**src/gac_pkg.sv**
```systemverilog
package gac_pkg;

  // ----------------------------------------
  // register map (index, byte address = 4 * index)
  // ----------------------------------------
  localparam logic [31:0] GAC_BLOCK_BASE = 32'h5000_1500;
  localparam logic [7:0]  GAC_IDX_CTRL   = 8'h00;
  localparam logic [7:0]  GAC_IDX_CLEAR  = 8'h08;
  localparam logic [7:0]  GAC_IDX_RESULT = 8'h0a;
  localparam logic [7:0]  GAC_IDX_STATUS = 8'h10;
  localparam logic [7:0]  GAC_IDX_MASK   = 8'h11;

  // ----------------------------------------
  // control register fields
  // ----------------------------------------
  localparam int GAC_BIT_REG_ZERO = 15;
  localparam int GAC_BIT_REG_ON   = 14;
  localparam int GAC_BIT_CHOP     = 13;
  localparam int GAC_BIT_MUTE     = 12;
  localparam int GAC_BIT_SE       = 11;
  localparam int GAC_BIT_SIGN     = 10;
  localparam int GAC_SEL_HI       = 9;
  localparam int GAC_SEL_LO       = 6;
  localparam int GAC_BIT_MINT     = 5;
  localparam int GAC_BIT_DONE     = 4;
  localparam int GAC_BIT_CLKSEL   = 3;
  localparam int GAC_BIT_START    = 1;
  localparam int GAC_BIT_EN       = 0;
  localparam int GAC_BIT_STAT     = 0;

  localparam logic [15:0] GAC_CTRL_RESET   = 16'h0000;
  localparam logic [15:0] GAC_CTRL_RW_MASK = 16'hffe9;
  localparam logic [9:0]  GAC_RESULT_RESET = 10'h000;
  localparam logic [2:0]  GAC_HSIZE_WORD   = 3'h2;

  // ----------------------------------------
  // input selection
  // ----------------------------------------
  localparam int          GAC_NUM_SOURCES = 10;
  localparam logic [3:0]  GAC_CH_LAST     = 4'h9;
  localparam logic [3:0]  GAC_DIFF_PAIR01 = 4'h0;

  typedef enum logic [1:0] {
    GAC_IDLE   = 2'b00,
    GAC_FIRST  = 2'b01,
    GAC_SECOND = 2'b11,
    GAC_FINISH = 2'b10
  } gac_state_e;

endpackage

```
**src/gac_top.sv**
```systemverilog
`timescale 1ns/1ps
module gac_top
  import gac_pkg::*;
(
  // clock and reset
  input  wire logic                       sys_clk_i,
  input  wire logic                       rstn_i,
  // ahb-lite slave
  input  wire logic                       hsel_i,
  input  wire logic [31:0]                haddr_i,
  input  wire logic [1:0]                 htrans_i,
  input  wire logic                       hwrite_i,
  input  wire logic [2:0]                 hsize_i,
  input  wire logic [31:0]                hwdata_i,
  input  wire logic                       hready_i,
  output logic      [31:0]                hrdata_o,
  output logic                            hreadyout_o,
  output logic                            hresp_o,
  // analogue converter core
  input  wire logic                       core_done_i,
  input  wire logic [9:0]                 core_result_i,
  output logic                            core_enable_o,
  output logic                            core_start_o,
  output logic                            core_sign_o,
  output logic                            core_single_ended_o,
  output logic                            core_midscale_o,
  output logic [gac_pkg::GAC_NUM_SOURCES-1:0] core_source_o,
  output logic                            core_diff_pair_o,
  output logic                            regulator_on_o,
  output logic                            regulator_force_zero_o,
  // interrupt controller
  output logic                            irq_o
);

  import gac_pkg::*;

  // ----------------------------------------
  // state
  // ----------------------------------------
  logic [15:0] ctrl;
  logic        start_bit;
  logic        done_flag;
  logic        wr_pend;
  logic        rd_pend;
  logic [7:0]  idx_q;
  logic [9:0]  result;
  logic        seq_finish;
  logic        seq_busy;
  logic [9:0]  seq_result;

  // ----------------------------------------
  // bus decode
  // ----------------------------------------
  wire ap_valid   = hsel_i & htrans_i[1] & hready_i;
  wire ap_write   = ap_valid & hwrite_i & (hsize_i == GAC_HSIZE_WORD);
  wire ap_read    = ap_valid & ~hwrite_i;

  wire hit_ctrl   = (idx_q == GAC_IDX_CTRL);
  wire hit_clear  = (idx_q == GAC_IDX_CLEAR);
  wire hit_result = (idx_q == GAC_IDX_RESULT);
  wire hit_status = (idx_q == GAC_IDX_STATUS);
  wire hit_mask   = (idx_q == GAC_IDX_MASK);

  wire we_ctrl    = wr_pend & hit_ctrl;
  wire we_clear   = wr_pend & hit_clear;
  wire we_status  = wr_pend & hit_status;
  wire we_mask    = wr_pend & hit_mask;

  // ----------------------------------------
  // control decisions
  // ----------------------------------------
  wire [3:0] chan = ctrl[GAC_SEL_HI:GAC_SEL_LO];

  // a start is only taken with the core enabled and idle
  wire go = we_ctrl & hwdata_i[GAC_BIT_START] & hwdata_i[GAC_BIT_EN]
          & ctrl[GAC_BIT_EN] & ~start_bit & ~seq_busy;

  wire done_clr = we_clear
                | (we_status & hwdata_i[GAC_BIT_STAT]);

  wire [15:0] ctrl_view = {ctrl[15:GAC_BIT_MINT], done_flag, ctrl[GAC_BIT_CLKSEL],
                           1'b0, start_bit, ctrl[GAC_BIT_EN]};

  wire [31:0] rd_mux = hit_ctrl   ? {16'h0000, ctrl_view} :
                       hit_result ? {22'h000000, result} :
                       hit_status ? {31'h00000000, done_flag} :
                       hit_mask   ? {31'h00000000, ctrl[GAC_BIT_MINT]} :
                       32'h0000_0000;

  // ----------------------------------------
  // input selection decode
  // ----------------------------------------
  logic [GAC_NUM_SOURCES-1:0] next_source;
  genvar g;
  generate
    for (g = 0; g < GAC_NUM_SOURCES; g = g + 1) begin : g_src
      // codes above the last source leave every select low
      assign next_source[g] = ctrl[GAC_BIT_SE] & (chan == 4'(g));
    end
  endgenerate

  wire next_diff_pair = ~ctrl[GAC_BIT_SE] & (chan != GAC_DIFF_PAIR01);

  // ----------------------------------------
  // bus phase tracking
  // ----------------------------------------
  always_ff @(posedge sys_clk_i or negedge rstn_i) begin
    if (!rstn_i) begin
      wr_pend     <= 1'b0;
      rd_pend     <= 1'b0;
      idx_q       <= 8'h00;
      hreadyout_o <= 1'b1;
      hrdata_o    <= 32'h0000_0000;
      hresp_o     <= 1'b0;
    end else begin
      wr_pend <= ap_write;
      rd_pend <= ap_read;
      if (ap_valid) begin
        idx_q <= haddr_i[9:2];
      end
      // one wait state on reads so a preceding write is seen
      hreadyout_o <= ~ap_read;
      if (rd_pend) begin
        hrdata_o <= rd_mux;
      end
      hresp_o <= 1'b0;
    end
  end

  // ----------------------------------------
  // control register
  // ----------------------------------------
  always_ff @(posedge sys_clk_i or negedge rstn_i) begin
    if (!rstn_i) begin
      ctrl <= GAC_CTRL_RESET;
    end else if (we_ctrl) begin
      ctrl <= hwdata_i[15:0] & GAC_CTRL_RW_MASK;
    end else if (we_mask) begin
      ctrl[GAC_BIT_MINT] <= hwdata_i[0];
    end
  end

  // ----------------------------------------
  // start bit and done flag
  // ----------------------------------------
  always_ff @(posedge sys_clk_i or negedge rstn_i) begin
    if (!rstn_i) begin
      start_bit <= 1'b0;
      done_flag <= 1'b0;
    end else begin
      if (!ctrl[GAC_BIT_EN]) begin
        start_bit <= 1'b0;
      end else if (go) begin
        start_bit <= 1'b1;
      end else if (seq_finish) begin
        start_bit <= 1'b0;
      end
      // completion beats a clear in the same cycle
      if (seq_finish) begin
        done_flag <= 1'b1;
      end else if (done_clr) begin
        done_flag <= 1'b0;
      end
    end
  end

  // ----------------------------------------
  // core drive and interrupt
  // ----------------------------------------
  always_ff @(posedge sys_clk_i or negedge rstn_i) begin
    if (!rstn_i) begin
      result                 <= GAC_RESULT_RESET;
      core_enable_o          <= 1'b0;
      core_single_ended_o    <= 1'b0;
      core_midscale_o        <= 1'b0;
      core_source_o          <= '0;
      core_diff_pair_o       <= 1'b0;
      regulator_on_o         <= 1'b0;
      regulator_force_zero_o <= 1'b0;
      irq_o                  <= 1'b0;
    end else begin
      if (seq_finish) begin
        result <= seq_result;
      end
      core_enable_o          <= ctrl[GAC_BIT_EN];
      core_single_ended_o    <= ctrl[GAC_BIT_SE];
      core_midscale_o        <= ctrl[GAC_BIT_MUTE];
      core_source_o          <= next_source;
      core_diff_pair_o       <= next_diff_pair;
      regulator_on_o         <= ctrl[GAC_BIT_REG_ON];
      regulator_force_zero_o <= ctrl[GAC_BIT_REG_ZERO];
      irq_o                  <= done_flag & ctrl[GAC_BIT_MINT];
    end
  end

  // ----------------------------------------
  // sample sequencer
  // ----------------------------------------
  gac_seq u_seq (
    .sys_clk_i     (sys_clk_i),
    .rstn_i        (rstn_i),
    .enable_i      (ctrl[GAC_BIT_EN]),
    .go_i          (go),
    .chop_i        (ctrl[GAC_BIT_CHOP]),
    .sign_i        (ctrl[GAC_BIT_SIGN]),
    .core_done_i   (core_done_i),
    .core_result_i (core_result_i),
    .core_start_o  (core_start_o),
    .core_sign_o   (core_sign_o),
    .finish_o      (seq_finish),
    .busy_o        (seq_busy),
    .result_o      (seq_result)
  );

endmodule

```
**src/gac_seq.sv**
```systemverilog
`timescale 1ns/1ps
module gac_seq
  import gac_pkg::*;
(
  // clock and reset
  input  wire logic       sys_clk_i,
  input  wire logic       rstn_i,
  // control
  input  wire logic       enable_i,
  input  wire logic       go_i,
  input  wire logic       chop_i,
  input  wire logic       sign_i,
  // analogue core
  input  wire logic       core_done_i,
  input  wire logic [9:0] core_result_i,
  output logic            core_start_o,
  output logic            core_sign_o,
  // completion
  output logic            finish_o,
  output logic            busy_o,
  output logic [9:0]      result_o
);

  gac_state_e state;
  logic [9:0] first_sample;
  wire  [10:0] pair_sum = {1'b0, first_sample} + {1'b0, core_result_i};

  assign busy_o = (state != GAC_IDLE);

  // ----------------------------------------
  // sample sequencer
  // ----------------------------------------
  always_ff @(posedge sys_clk_i or negedge rstn_i) begin
    if (!rstn_i) begin
      state        <= GAC_IDLE;
      core_start_o <= 1'b0;
      core_sign_o  <= 1'b0;
      finish_o     <= 1'b0;
      first_sample <= GAC_RESULT_RESET;
      result_o     <= GAC_RESULT_RESET;
    end else if (!enable_i) begin
      // core held in reset: abandon any sample in flight
      state        <= GAC_IDLE;
      core_start_o <= 1'b0;
      core_sign_o  <= sign_i;
      finish_o     <= 1'b0;
    end else begin
      core_start_o <= 1'b0;
      finish_o     <= 1'b0;
      unique case (state)
        GAC_IDLE: begin
          core_sign_o <= sign_i;
          if (go_i) begin
            core_start_o <= 1'b1;
            state        <= GAC_FIRST;
          end
        end
        GAC_FIRST: begin
          if (core_done_i) begin
            first_sample <= core_result_i;
            if (chop_i) begin
              // second sample taken with opposite sign
              core_sign_o  <= ~sign_i;
              core_start_o <= 1'b1;
              state        <= GAC_SECOND;
            end else begin
              result_o <= core_result_i;
              state    <= GAC_FINISH;
            end
          end
        end
        GAC_SECOND: begin
          if (core_done_i) begin
            // mean of both halves cancels the core offset
            result_o <= pair_sum[10:1];
            state    <= GAC_FINISH;
          end
        end
        GAC_FINISH: begin
          finish_o    <= 1'b1;
          core_sign_o <= sign_i;
          state       <= GAC_IDLE;
        end
      endcase
    end
  end

endmodule

```
**config.mk**
```make
export PLATFORM = sky130hd
export DESIGN_NAME = gac_top
export DESIGN_NICKNAME = d
export VERILOG_FILES = /design/src/gac_pkg.sv /design/src/gac_top.sv /design/src/gac_seq.sv
export SDC_FILE = /design/constraint.sdc
export NUM_CORES = 1
export LEC_CHECK = 0
export BUFFER_PORTS_ARGS = -buffer_cell sky130_fd_sc_hd__buf_2
export CORE_MARGIN = 2
export CORE_UTILIZATION = 48
export CTS_BUF_LIST = sky130_fd_sc_hd__clkbuf_8
export DETAILED_ROUTE_END_ITERATION = 8
export PLACE_DENSITY = 0.79
export SLEW_MARGIN = 0
export SYNTH_ARGS = -nofsm -noshare
export SYNTH_HDL_FRONTEND = slang
export SYNTH_SLANG_ARGS = --single-unit
```
**constraint.sdc**
```tcl
create_clock -name sys_clk_i -period 2.5 [get_ports sys_clk_i]
set_input_delay 0.5 -clock sys_clk_i [delete_from_list [all_inputs] [get_ports sys_clk_i]]
set_output_delay 0.5 -clock sys_clk_i [all_outputs]
set_load 0.05 [all_outputs]
```
==> Word-level counts from Yosys, hierarchy flattened <==
Index checks and enable logic that the tools add are counted.
{ "classes": {"n_eq_ne": 26, "n_addsub": 1, "mux": 32, "reduce_logical": 13, "bitwise_logic": 34} }
{ "ops": {"columns": ["operator", "count"], "rows": [
  ["10-bit 2-to-1 mux", 4],
  ["1-bit bitwise AND", 27],
  ["10-bit one-hot mux with 2 select lines", 1],
  ["1-bit 2-to-1 mux", 19],
  ["4-bit by 3-bit equality test with 1-bit output (second input constant)", 4],
  ["8-bit by 4-bit equality test with 1-bit output (second input constant)", 2],
  ["8-bit by 5-bit equality test with 1-bit output (second input constant)", 2],
  ["16-bit 2-to-1 mux", 1],
  ["3-bit != test (second input constant)", 4],
  ["10-bit by 10-bit adder with 11-bit output", 1],
  ["3-bit AND reduction", 3],
  ["4-bit by 2-bit equality test with 1-bit output (second input constant)", 2],
  ["4-bit equality test (second input constant)", 2],
  ["8-bit logical NOT", 1],
  ["2-bit 2-to-1 mux", 4],
  ["2-bit one-hot mux with 4 select lines", 1],
  ["2-bit nonzero test", 4],
  ["2-bit != test (second input constant)", 3],
  ["1-bit inverter", 6],
  ["5-bit AND reduction", 1],
  ["2-bit equality test (second input constant)", 2],
  ["4-bit by 1-bit equality test with 1-bit output (second input constant)", 1],
  ["4-bit logical NOT", 1],
  ["1-bit one-hot mux with 2 select lines", 2],
  ["8 further kinds", 8]
]} }
{ "totals": {"out_inout_bits": 53, "inputBits": 85, "elab_cells": 130, "ff_bits": 110} }

==> Logic depth before layout (Yosys ltp) <==
{ "depth": {"word_depth": 10, "mapped_depth": 7, "mapped_depth_nobuf": 7} }

==> By module <==
From an unflattened synthesis, not the netlist that was laid out.
{ "unflattened": {"cells_unflattened": 387, "area_unflattened_um2": 4370.4} }
{ "modules_own_cells": {"columns": ["module", "cells_per_inst", "seq_area_each_um2", "instances", "area_each_um2"], "rows": [
  ["gac_top", 234, 1727.9, 1, 2910.3],
  ["gac_seq", 153, 625.6, 1, 1460.2]
]} }

==> Worst setup path after synthesis <==
No wires, ideal clock.
{ "synth_timing": {"kind": "in2reg", "from": "in core_result_i[0]", "to": "reg u_seq.result_o[5]", "setup_slack_ps": 589, "arrival_ps": 1787, "path_buffers": 0, "cell_stages": 7, "required_time_ps": 2375, "setup_time_ps": 125, "cell_sequence": "and2_1 -> fa_1 -> nand3_1 -> a21o_1 -> and3b_1 -> o31ai_1 -> mux2_2"} }
{ "synth_via": {"elab_chain_len": 3} }
{ "synth_rtl": {"columns": ["element", "line_no", "text"], "rows": [
  ["start, declared", "gac_top.sv:21", "input wire logic [9:0] core_result_i,"],
  ["10-bit by 10-bit adder with 11-bit output", "gac_seq.sv:26", "wire [10:0] pair_sum = {1'b0, first_sample} + {1'b0, core_result_i};"],
  ["10-bit 2-to-1 mux", "gac_seq.sv:73", "if (core_done_i) begin"],
  ["10-bit one-hot mux with 2 select lines", "gac_seq.sv:50", "unique case (state)"],
  ["end signal, assigned", "gac_seq.sv:67", "result_o <= core_result_i;"],
  ["end signal, assigned", "gac_seq.sv:75", "result_o <= pair_sum[10:1];"],
  ["end, declared", "gac_seq.sv:21", "output logic [9:0] result_o"]
]} }
No other way between the ends. The select of a mux whose other input is x is not followed.
A chain may end at the register's enable or synchronous reset.

==> Worst setup path after layout <==
{ "layout_timing": {"from": "reg u_seq.first_sample[0]", "to": "reg u_seq.result_o[7]"} }
{ "layout_via": {"elab_chain_len": 3} }
{ "layout_rtl": {"columns": ["element", "line_no", "text"], "rows": [
  ["start, declared", "gac_seq.sv:25", "logic [9:0] first_sample;"],
  ["start signal, assigned", "gac_seq.sv:60", "first_sample <= core_result_i;"],
  ["10-bit by 10-bit adder with 11-bit output", "gac_seq.sv:26", null],
  ["10-bit 2-to-1 mux", "gac_seq.sv:73", null],
  ["10-bit one-hot mux with 2 select lines", "gac_seq.sv:50", null]
]} }
No other way between the ends. The select of a mux whose other input is x is not followed.

==> results by group <==
Logic synthesis
  – Average cell area after synthesis: 11.2 sq um
  – Register area share after synthesis: 54.5%
  – Commonest cells in the netlist: 93 x dfrtp_1, 42 x mux2_2, 33 x nor2_1
  – EDFF count, synth: 0
  – Distinct cell type count after synthesis: 53
  – Post-synth ARST share: 100%
  – Ys Warns: 0
  – Top-count cell post-synth: dfrtp_1
  – Yosys top cell by area: dfrtp_1
  – Synth top area share: 53.9%
  – Synth Instances: 384
  – Top_reg_cell synth: dfrtp_1
  – Area contributors post-synth: dfrtp_1 54%, mux2_2 11%, buf_4 3.1%, nor2_1 2.9%, a21oi_1 2.7%
  – Synth Register Bits: 94
  – Mapped cell area: 4320 sq um

Clock network
  – Num Clock Sinks: 94
  – TritonCTS clock tree: yes
  – Total CTS buffers: 9
  – CTS Hold Buffers Added: 0
  – Post-CTS sizing: 0
  – Clk_lat worst skew: 0.35 ns
  – Clock transition at path regs: 0.10 ns
  – H-tree levels: 3
  – Longest Clk Path Bufs: 2
  – Post-CTS setup buffer count: 0
  – Clock root cell: clkbuf_8

Die
  – Row cnt: 34
  – Initial Util: 49.5%
  – Core area: 8720 sq um
  – Die area: 9770 sq um
  – I/O pin count: 138
  – Vert. Die Dim: 98.8 microns
  – Die width: 98.8 microns

Power and ir drop
  – Flop pwr share: 52.5%
  – Comb pwr share: 15.1%
  – Max VDD drop: 0.286 mV
  – Pint: 0.00223 W
  – Clock share of power: 32.4%
  – Sw frac: 30.1%
  – Pwr Density: 647 nW/um^2
  – Sw Pwr: 0.000961 W
  – P_leak: 2.43 nW
  – Total design power: 0.00319 W

Routing
  – Via count: 3022
  – Final WL: 8.24 mm
  – Drt drc: 0
  – Number of DRC markers in iteration 0: 201
  – Via density: 5.30
  – Routed Antenna Nets: 0
  – Drt pass-1 iters: 4
  – WL per Instance: 14.5 microns

STA
  – Final period utilization: 80.1%
  – Least-Margin Pin Slew: 0.887 ns
  – Setup TNS: 0 ns
  – Fin. max-slew vios: 0
  – Final setup viols: 0
  – Final worst setup slack: 0.498 ns
  – Worst Clk Skew: 0.0109 ns
  – Rel. slew slack: 40.8%
  – Max frequency: 499 MHz
  – Final period demand of the worst path: 2.00 ns
  – RSZ-0062 raised after global routing: no
  – Final Hold Viols: 0

Global route
  – Antenna violations before repair: 0
  – Grt ovf: 0
  – Largest net degree at the start of global routing: 95
  – Vias in the first global route: 2842
  – Gr usage total: 17.1%
  – Global-route wire length before repair: 13.4 mm

Critical path
  – Crit path launch type: flop
  – Critical path cell sequence: and2_1, fa_1, nand3_1, a211oi_1, o21a_1, o31a_1, o21ai_0
  – Critical Path Max Stage Delay: 0.43 ns
  – Crit path kind: reg -> reg
  – CP arrival: 2.26 ns
  – CP max stage cell: fa_1
  – Largest fanout on the critical path: 4
  – Crit path required time: 2.76 ns
  – Crit end category: flop

Cells and area
  – Layout cells sized above 1: 31.6%
  – N_diodes: 0
  – Final Util: 56.6%
  – Nets: 552
  – Area grow syn2layout: 14.3%

Placed design
  – HPWL after DPL: 5.98 mm
  – Port Buffer Count: 77
  – Gpl congestion: 0.826
  – Worst slack, placed: 0.255 ns

Min path
  – Hold crit path type: in -> async

Run status
  – Outcome: finished, final reports clean

Job
  – Max_cap viols: 0
[flip-flops by register name, summed over array words and instances, names as in the netlist, 2 cells and up]
| register | count |
|---|---|
| hrdata_o | 16 |
| ctrl | 13 |
| core_source_o | 10 |
| result | 10 |
| u_seq.first_sample | 10 |
| u_seq.result_o | 10 |
| idx_q | 8 |
| u_seq.state | 2 |
[per-stage QoR]
stage          cell area, sq um  instances  hold slack (ns)
2_1_floorplan              4380        400            0.204
3_3_place_gp               4730        554            0.373
3_5_place_dp               4730        554            0.383
4_1_cts                    4930        570            0.193
5_1_grt                    4930        570            0.218
6_report                   4930        570            0.178
[cell usage in the layout (no fill, tap or decap), drive strengths merged, types with 10 or more instances in the layout]
cell type / Yosys / layout
conb: 1 / 17
a21oi: 24 / 24
mux2: 42 / 42
nor2: 33 / 33
nand3: 17 / 17
buf: 22 / 78
nand2: 26 / 26
dfrtp: 93 / 93
clkbuf: 10 / 10
a22oi: 10 / 10
inv: 12 / 14
o21ai: 19 / 19
[metal layers]
metal	track usage [%]	part of all wire (%)	up-vias
met3	3.19	5.0	13
met2	27.9	50	83
li1	-	-	1469
met5	0	0	-
met1	22.3	44	1457
met4	7.48	1.8	0
[area by class of cell]
class / count / area [sq um]
Fill cell: 730 / 3790
Sequential cell: 94 / 2350
Multi-Input combinational cell: 262 / 1790
Timing Repair Buffer: 78 / 408
Clock buffer: 10 / 138
Tap cell: 108 / 135
Clock inverter: 6 / 68.8
Inverter: 12 / 45.0
[logic make-up (layout without fill, tap and decap cells)]
| family | after synthesis | after routing | synth area share [%] |
|---|---|---|---|
| other cells | 1 | 17 | 0.0869 |
| compound gates | 75 | 75 | 11.1 |
| buf+inv | 44 | 106 | 5.48 |
| mux | 46 | 46 | 11.9 |
| xor+xnor | 3 | 3 | 0.609 |
| simple gates | 111 | 111 | 13.3 |
| fa+ha+maj | 10 | 10 | 3.07 |
| flops | 94 | 94 | 54.5 |
[final timing paths]
| path | startpoint | to | slack, ns | depth (start not counted) |
|---|---|---|---|---|
| setup / recovery | u_seq.first_sample[0] | u_seq.result_o[7] | 0.50 | 7 |
| hold / removal | rstn_i | hrdata_o[15] | 0.18 | 2 |
| setup reg to reg | u_seq.first_sample[0] | u_seq.result_o[7] | 0.50 | 7 |
| hold reg to reg | ctrl[15] | regulator_force_zero_o | 0.40 | 0 |
| max in group asynchronous | rstn_i | hreadyout_o | 1.94 | 2 |
| min in group sys_clk_i | haddr_i[7] | idx_q[5] | 0.37 | 2 |
[power by group through the flow]
stage	Clock [W]	Sequential [W]	Combinational [W]
finish	0.00103	0.00168	0.000483
global route	0.00111	0.00169	0.000519
floorplan	0	0.00184	0.000218
CTS	0.00106	0.00168	0.000487
global placement	0	0.00170	0.000473
detailed placement	0	0.00171	0.000484
[critical path: cells and delay by family (launching register included)]
family	cells	cell delay, ns
AOI/OAI and AO/OA	4	0.76
adders and majority gates	1	0.43
DFF	1	0.40
and+or+nand+nor	2	0.33
(Power assumes the default switching activity.)
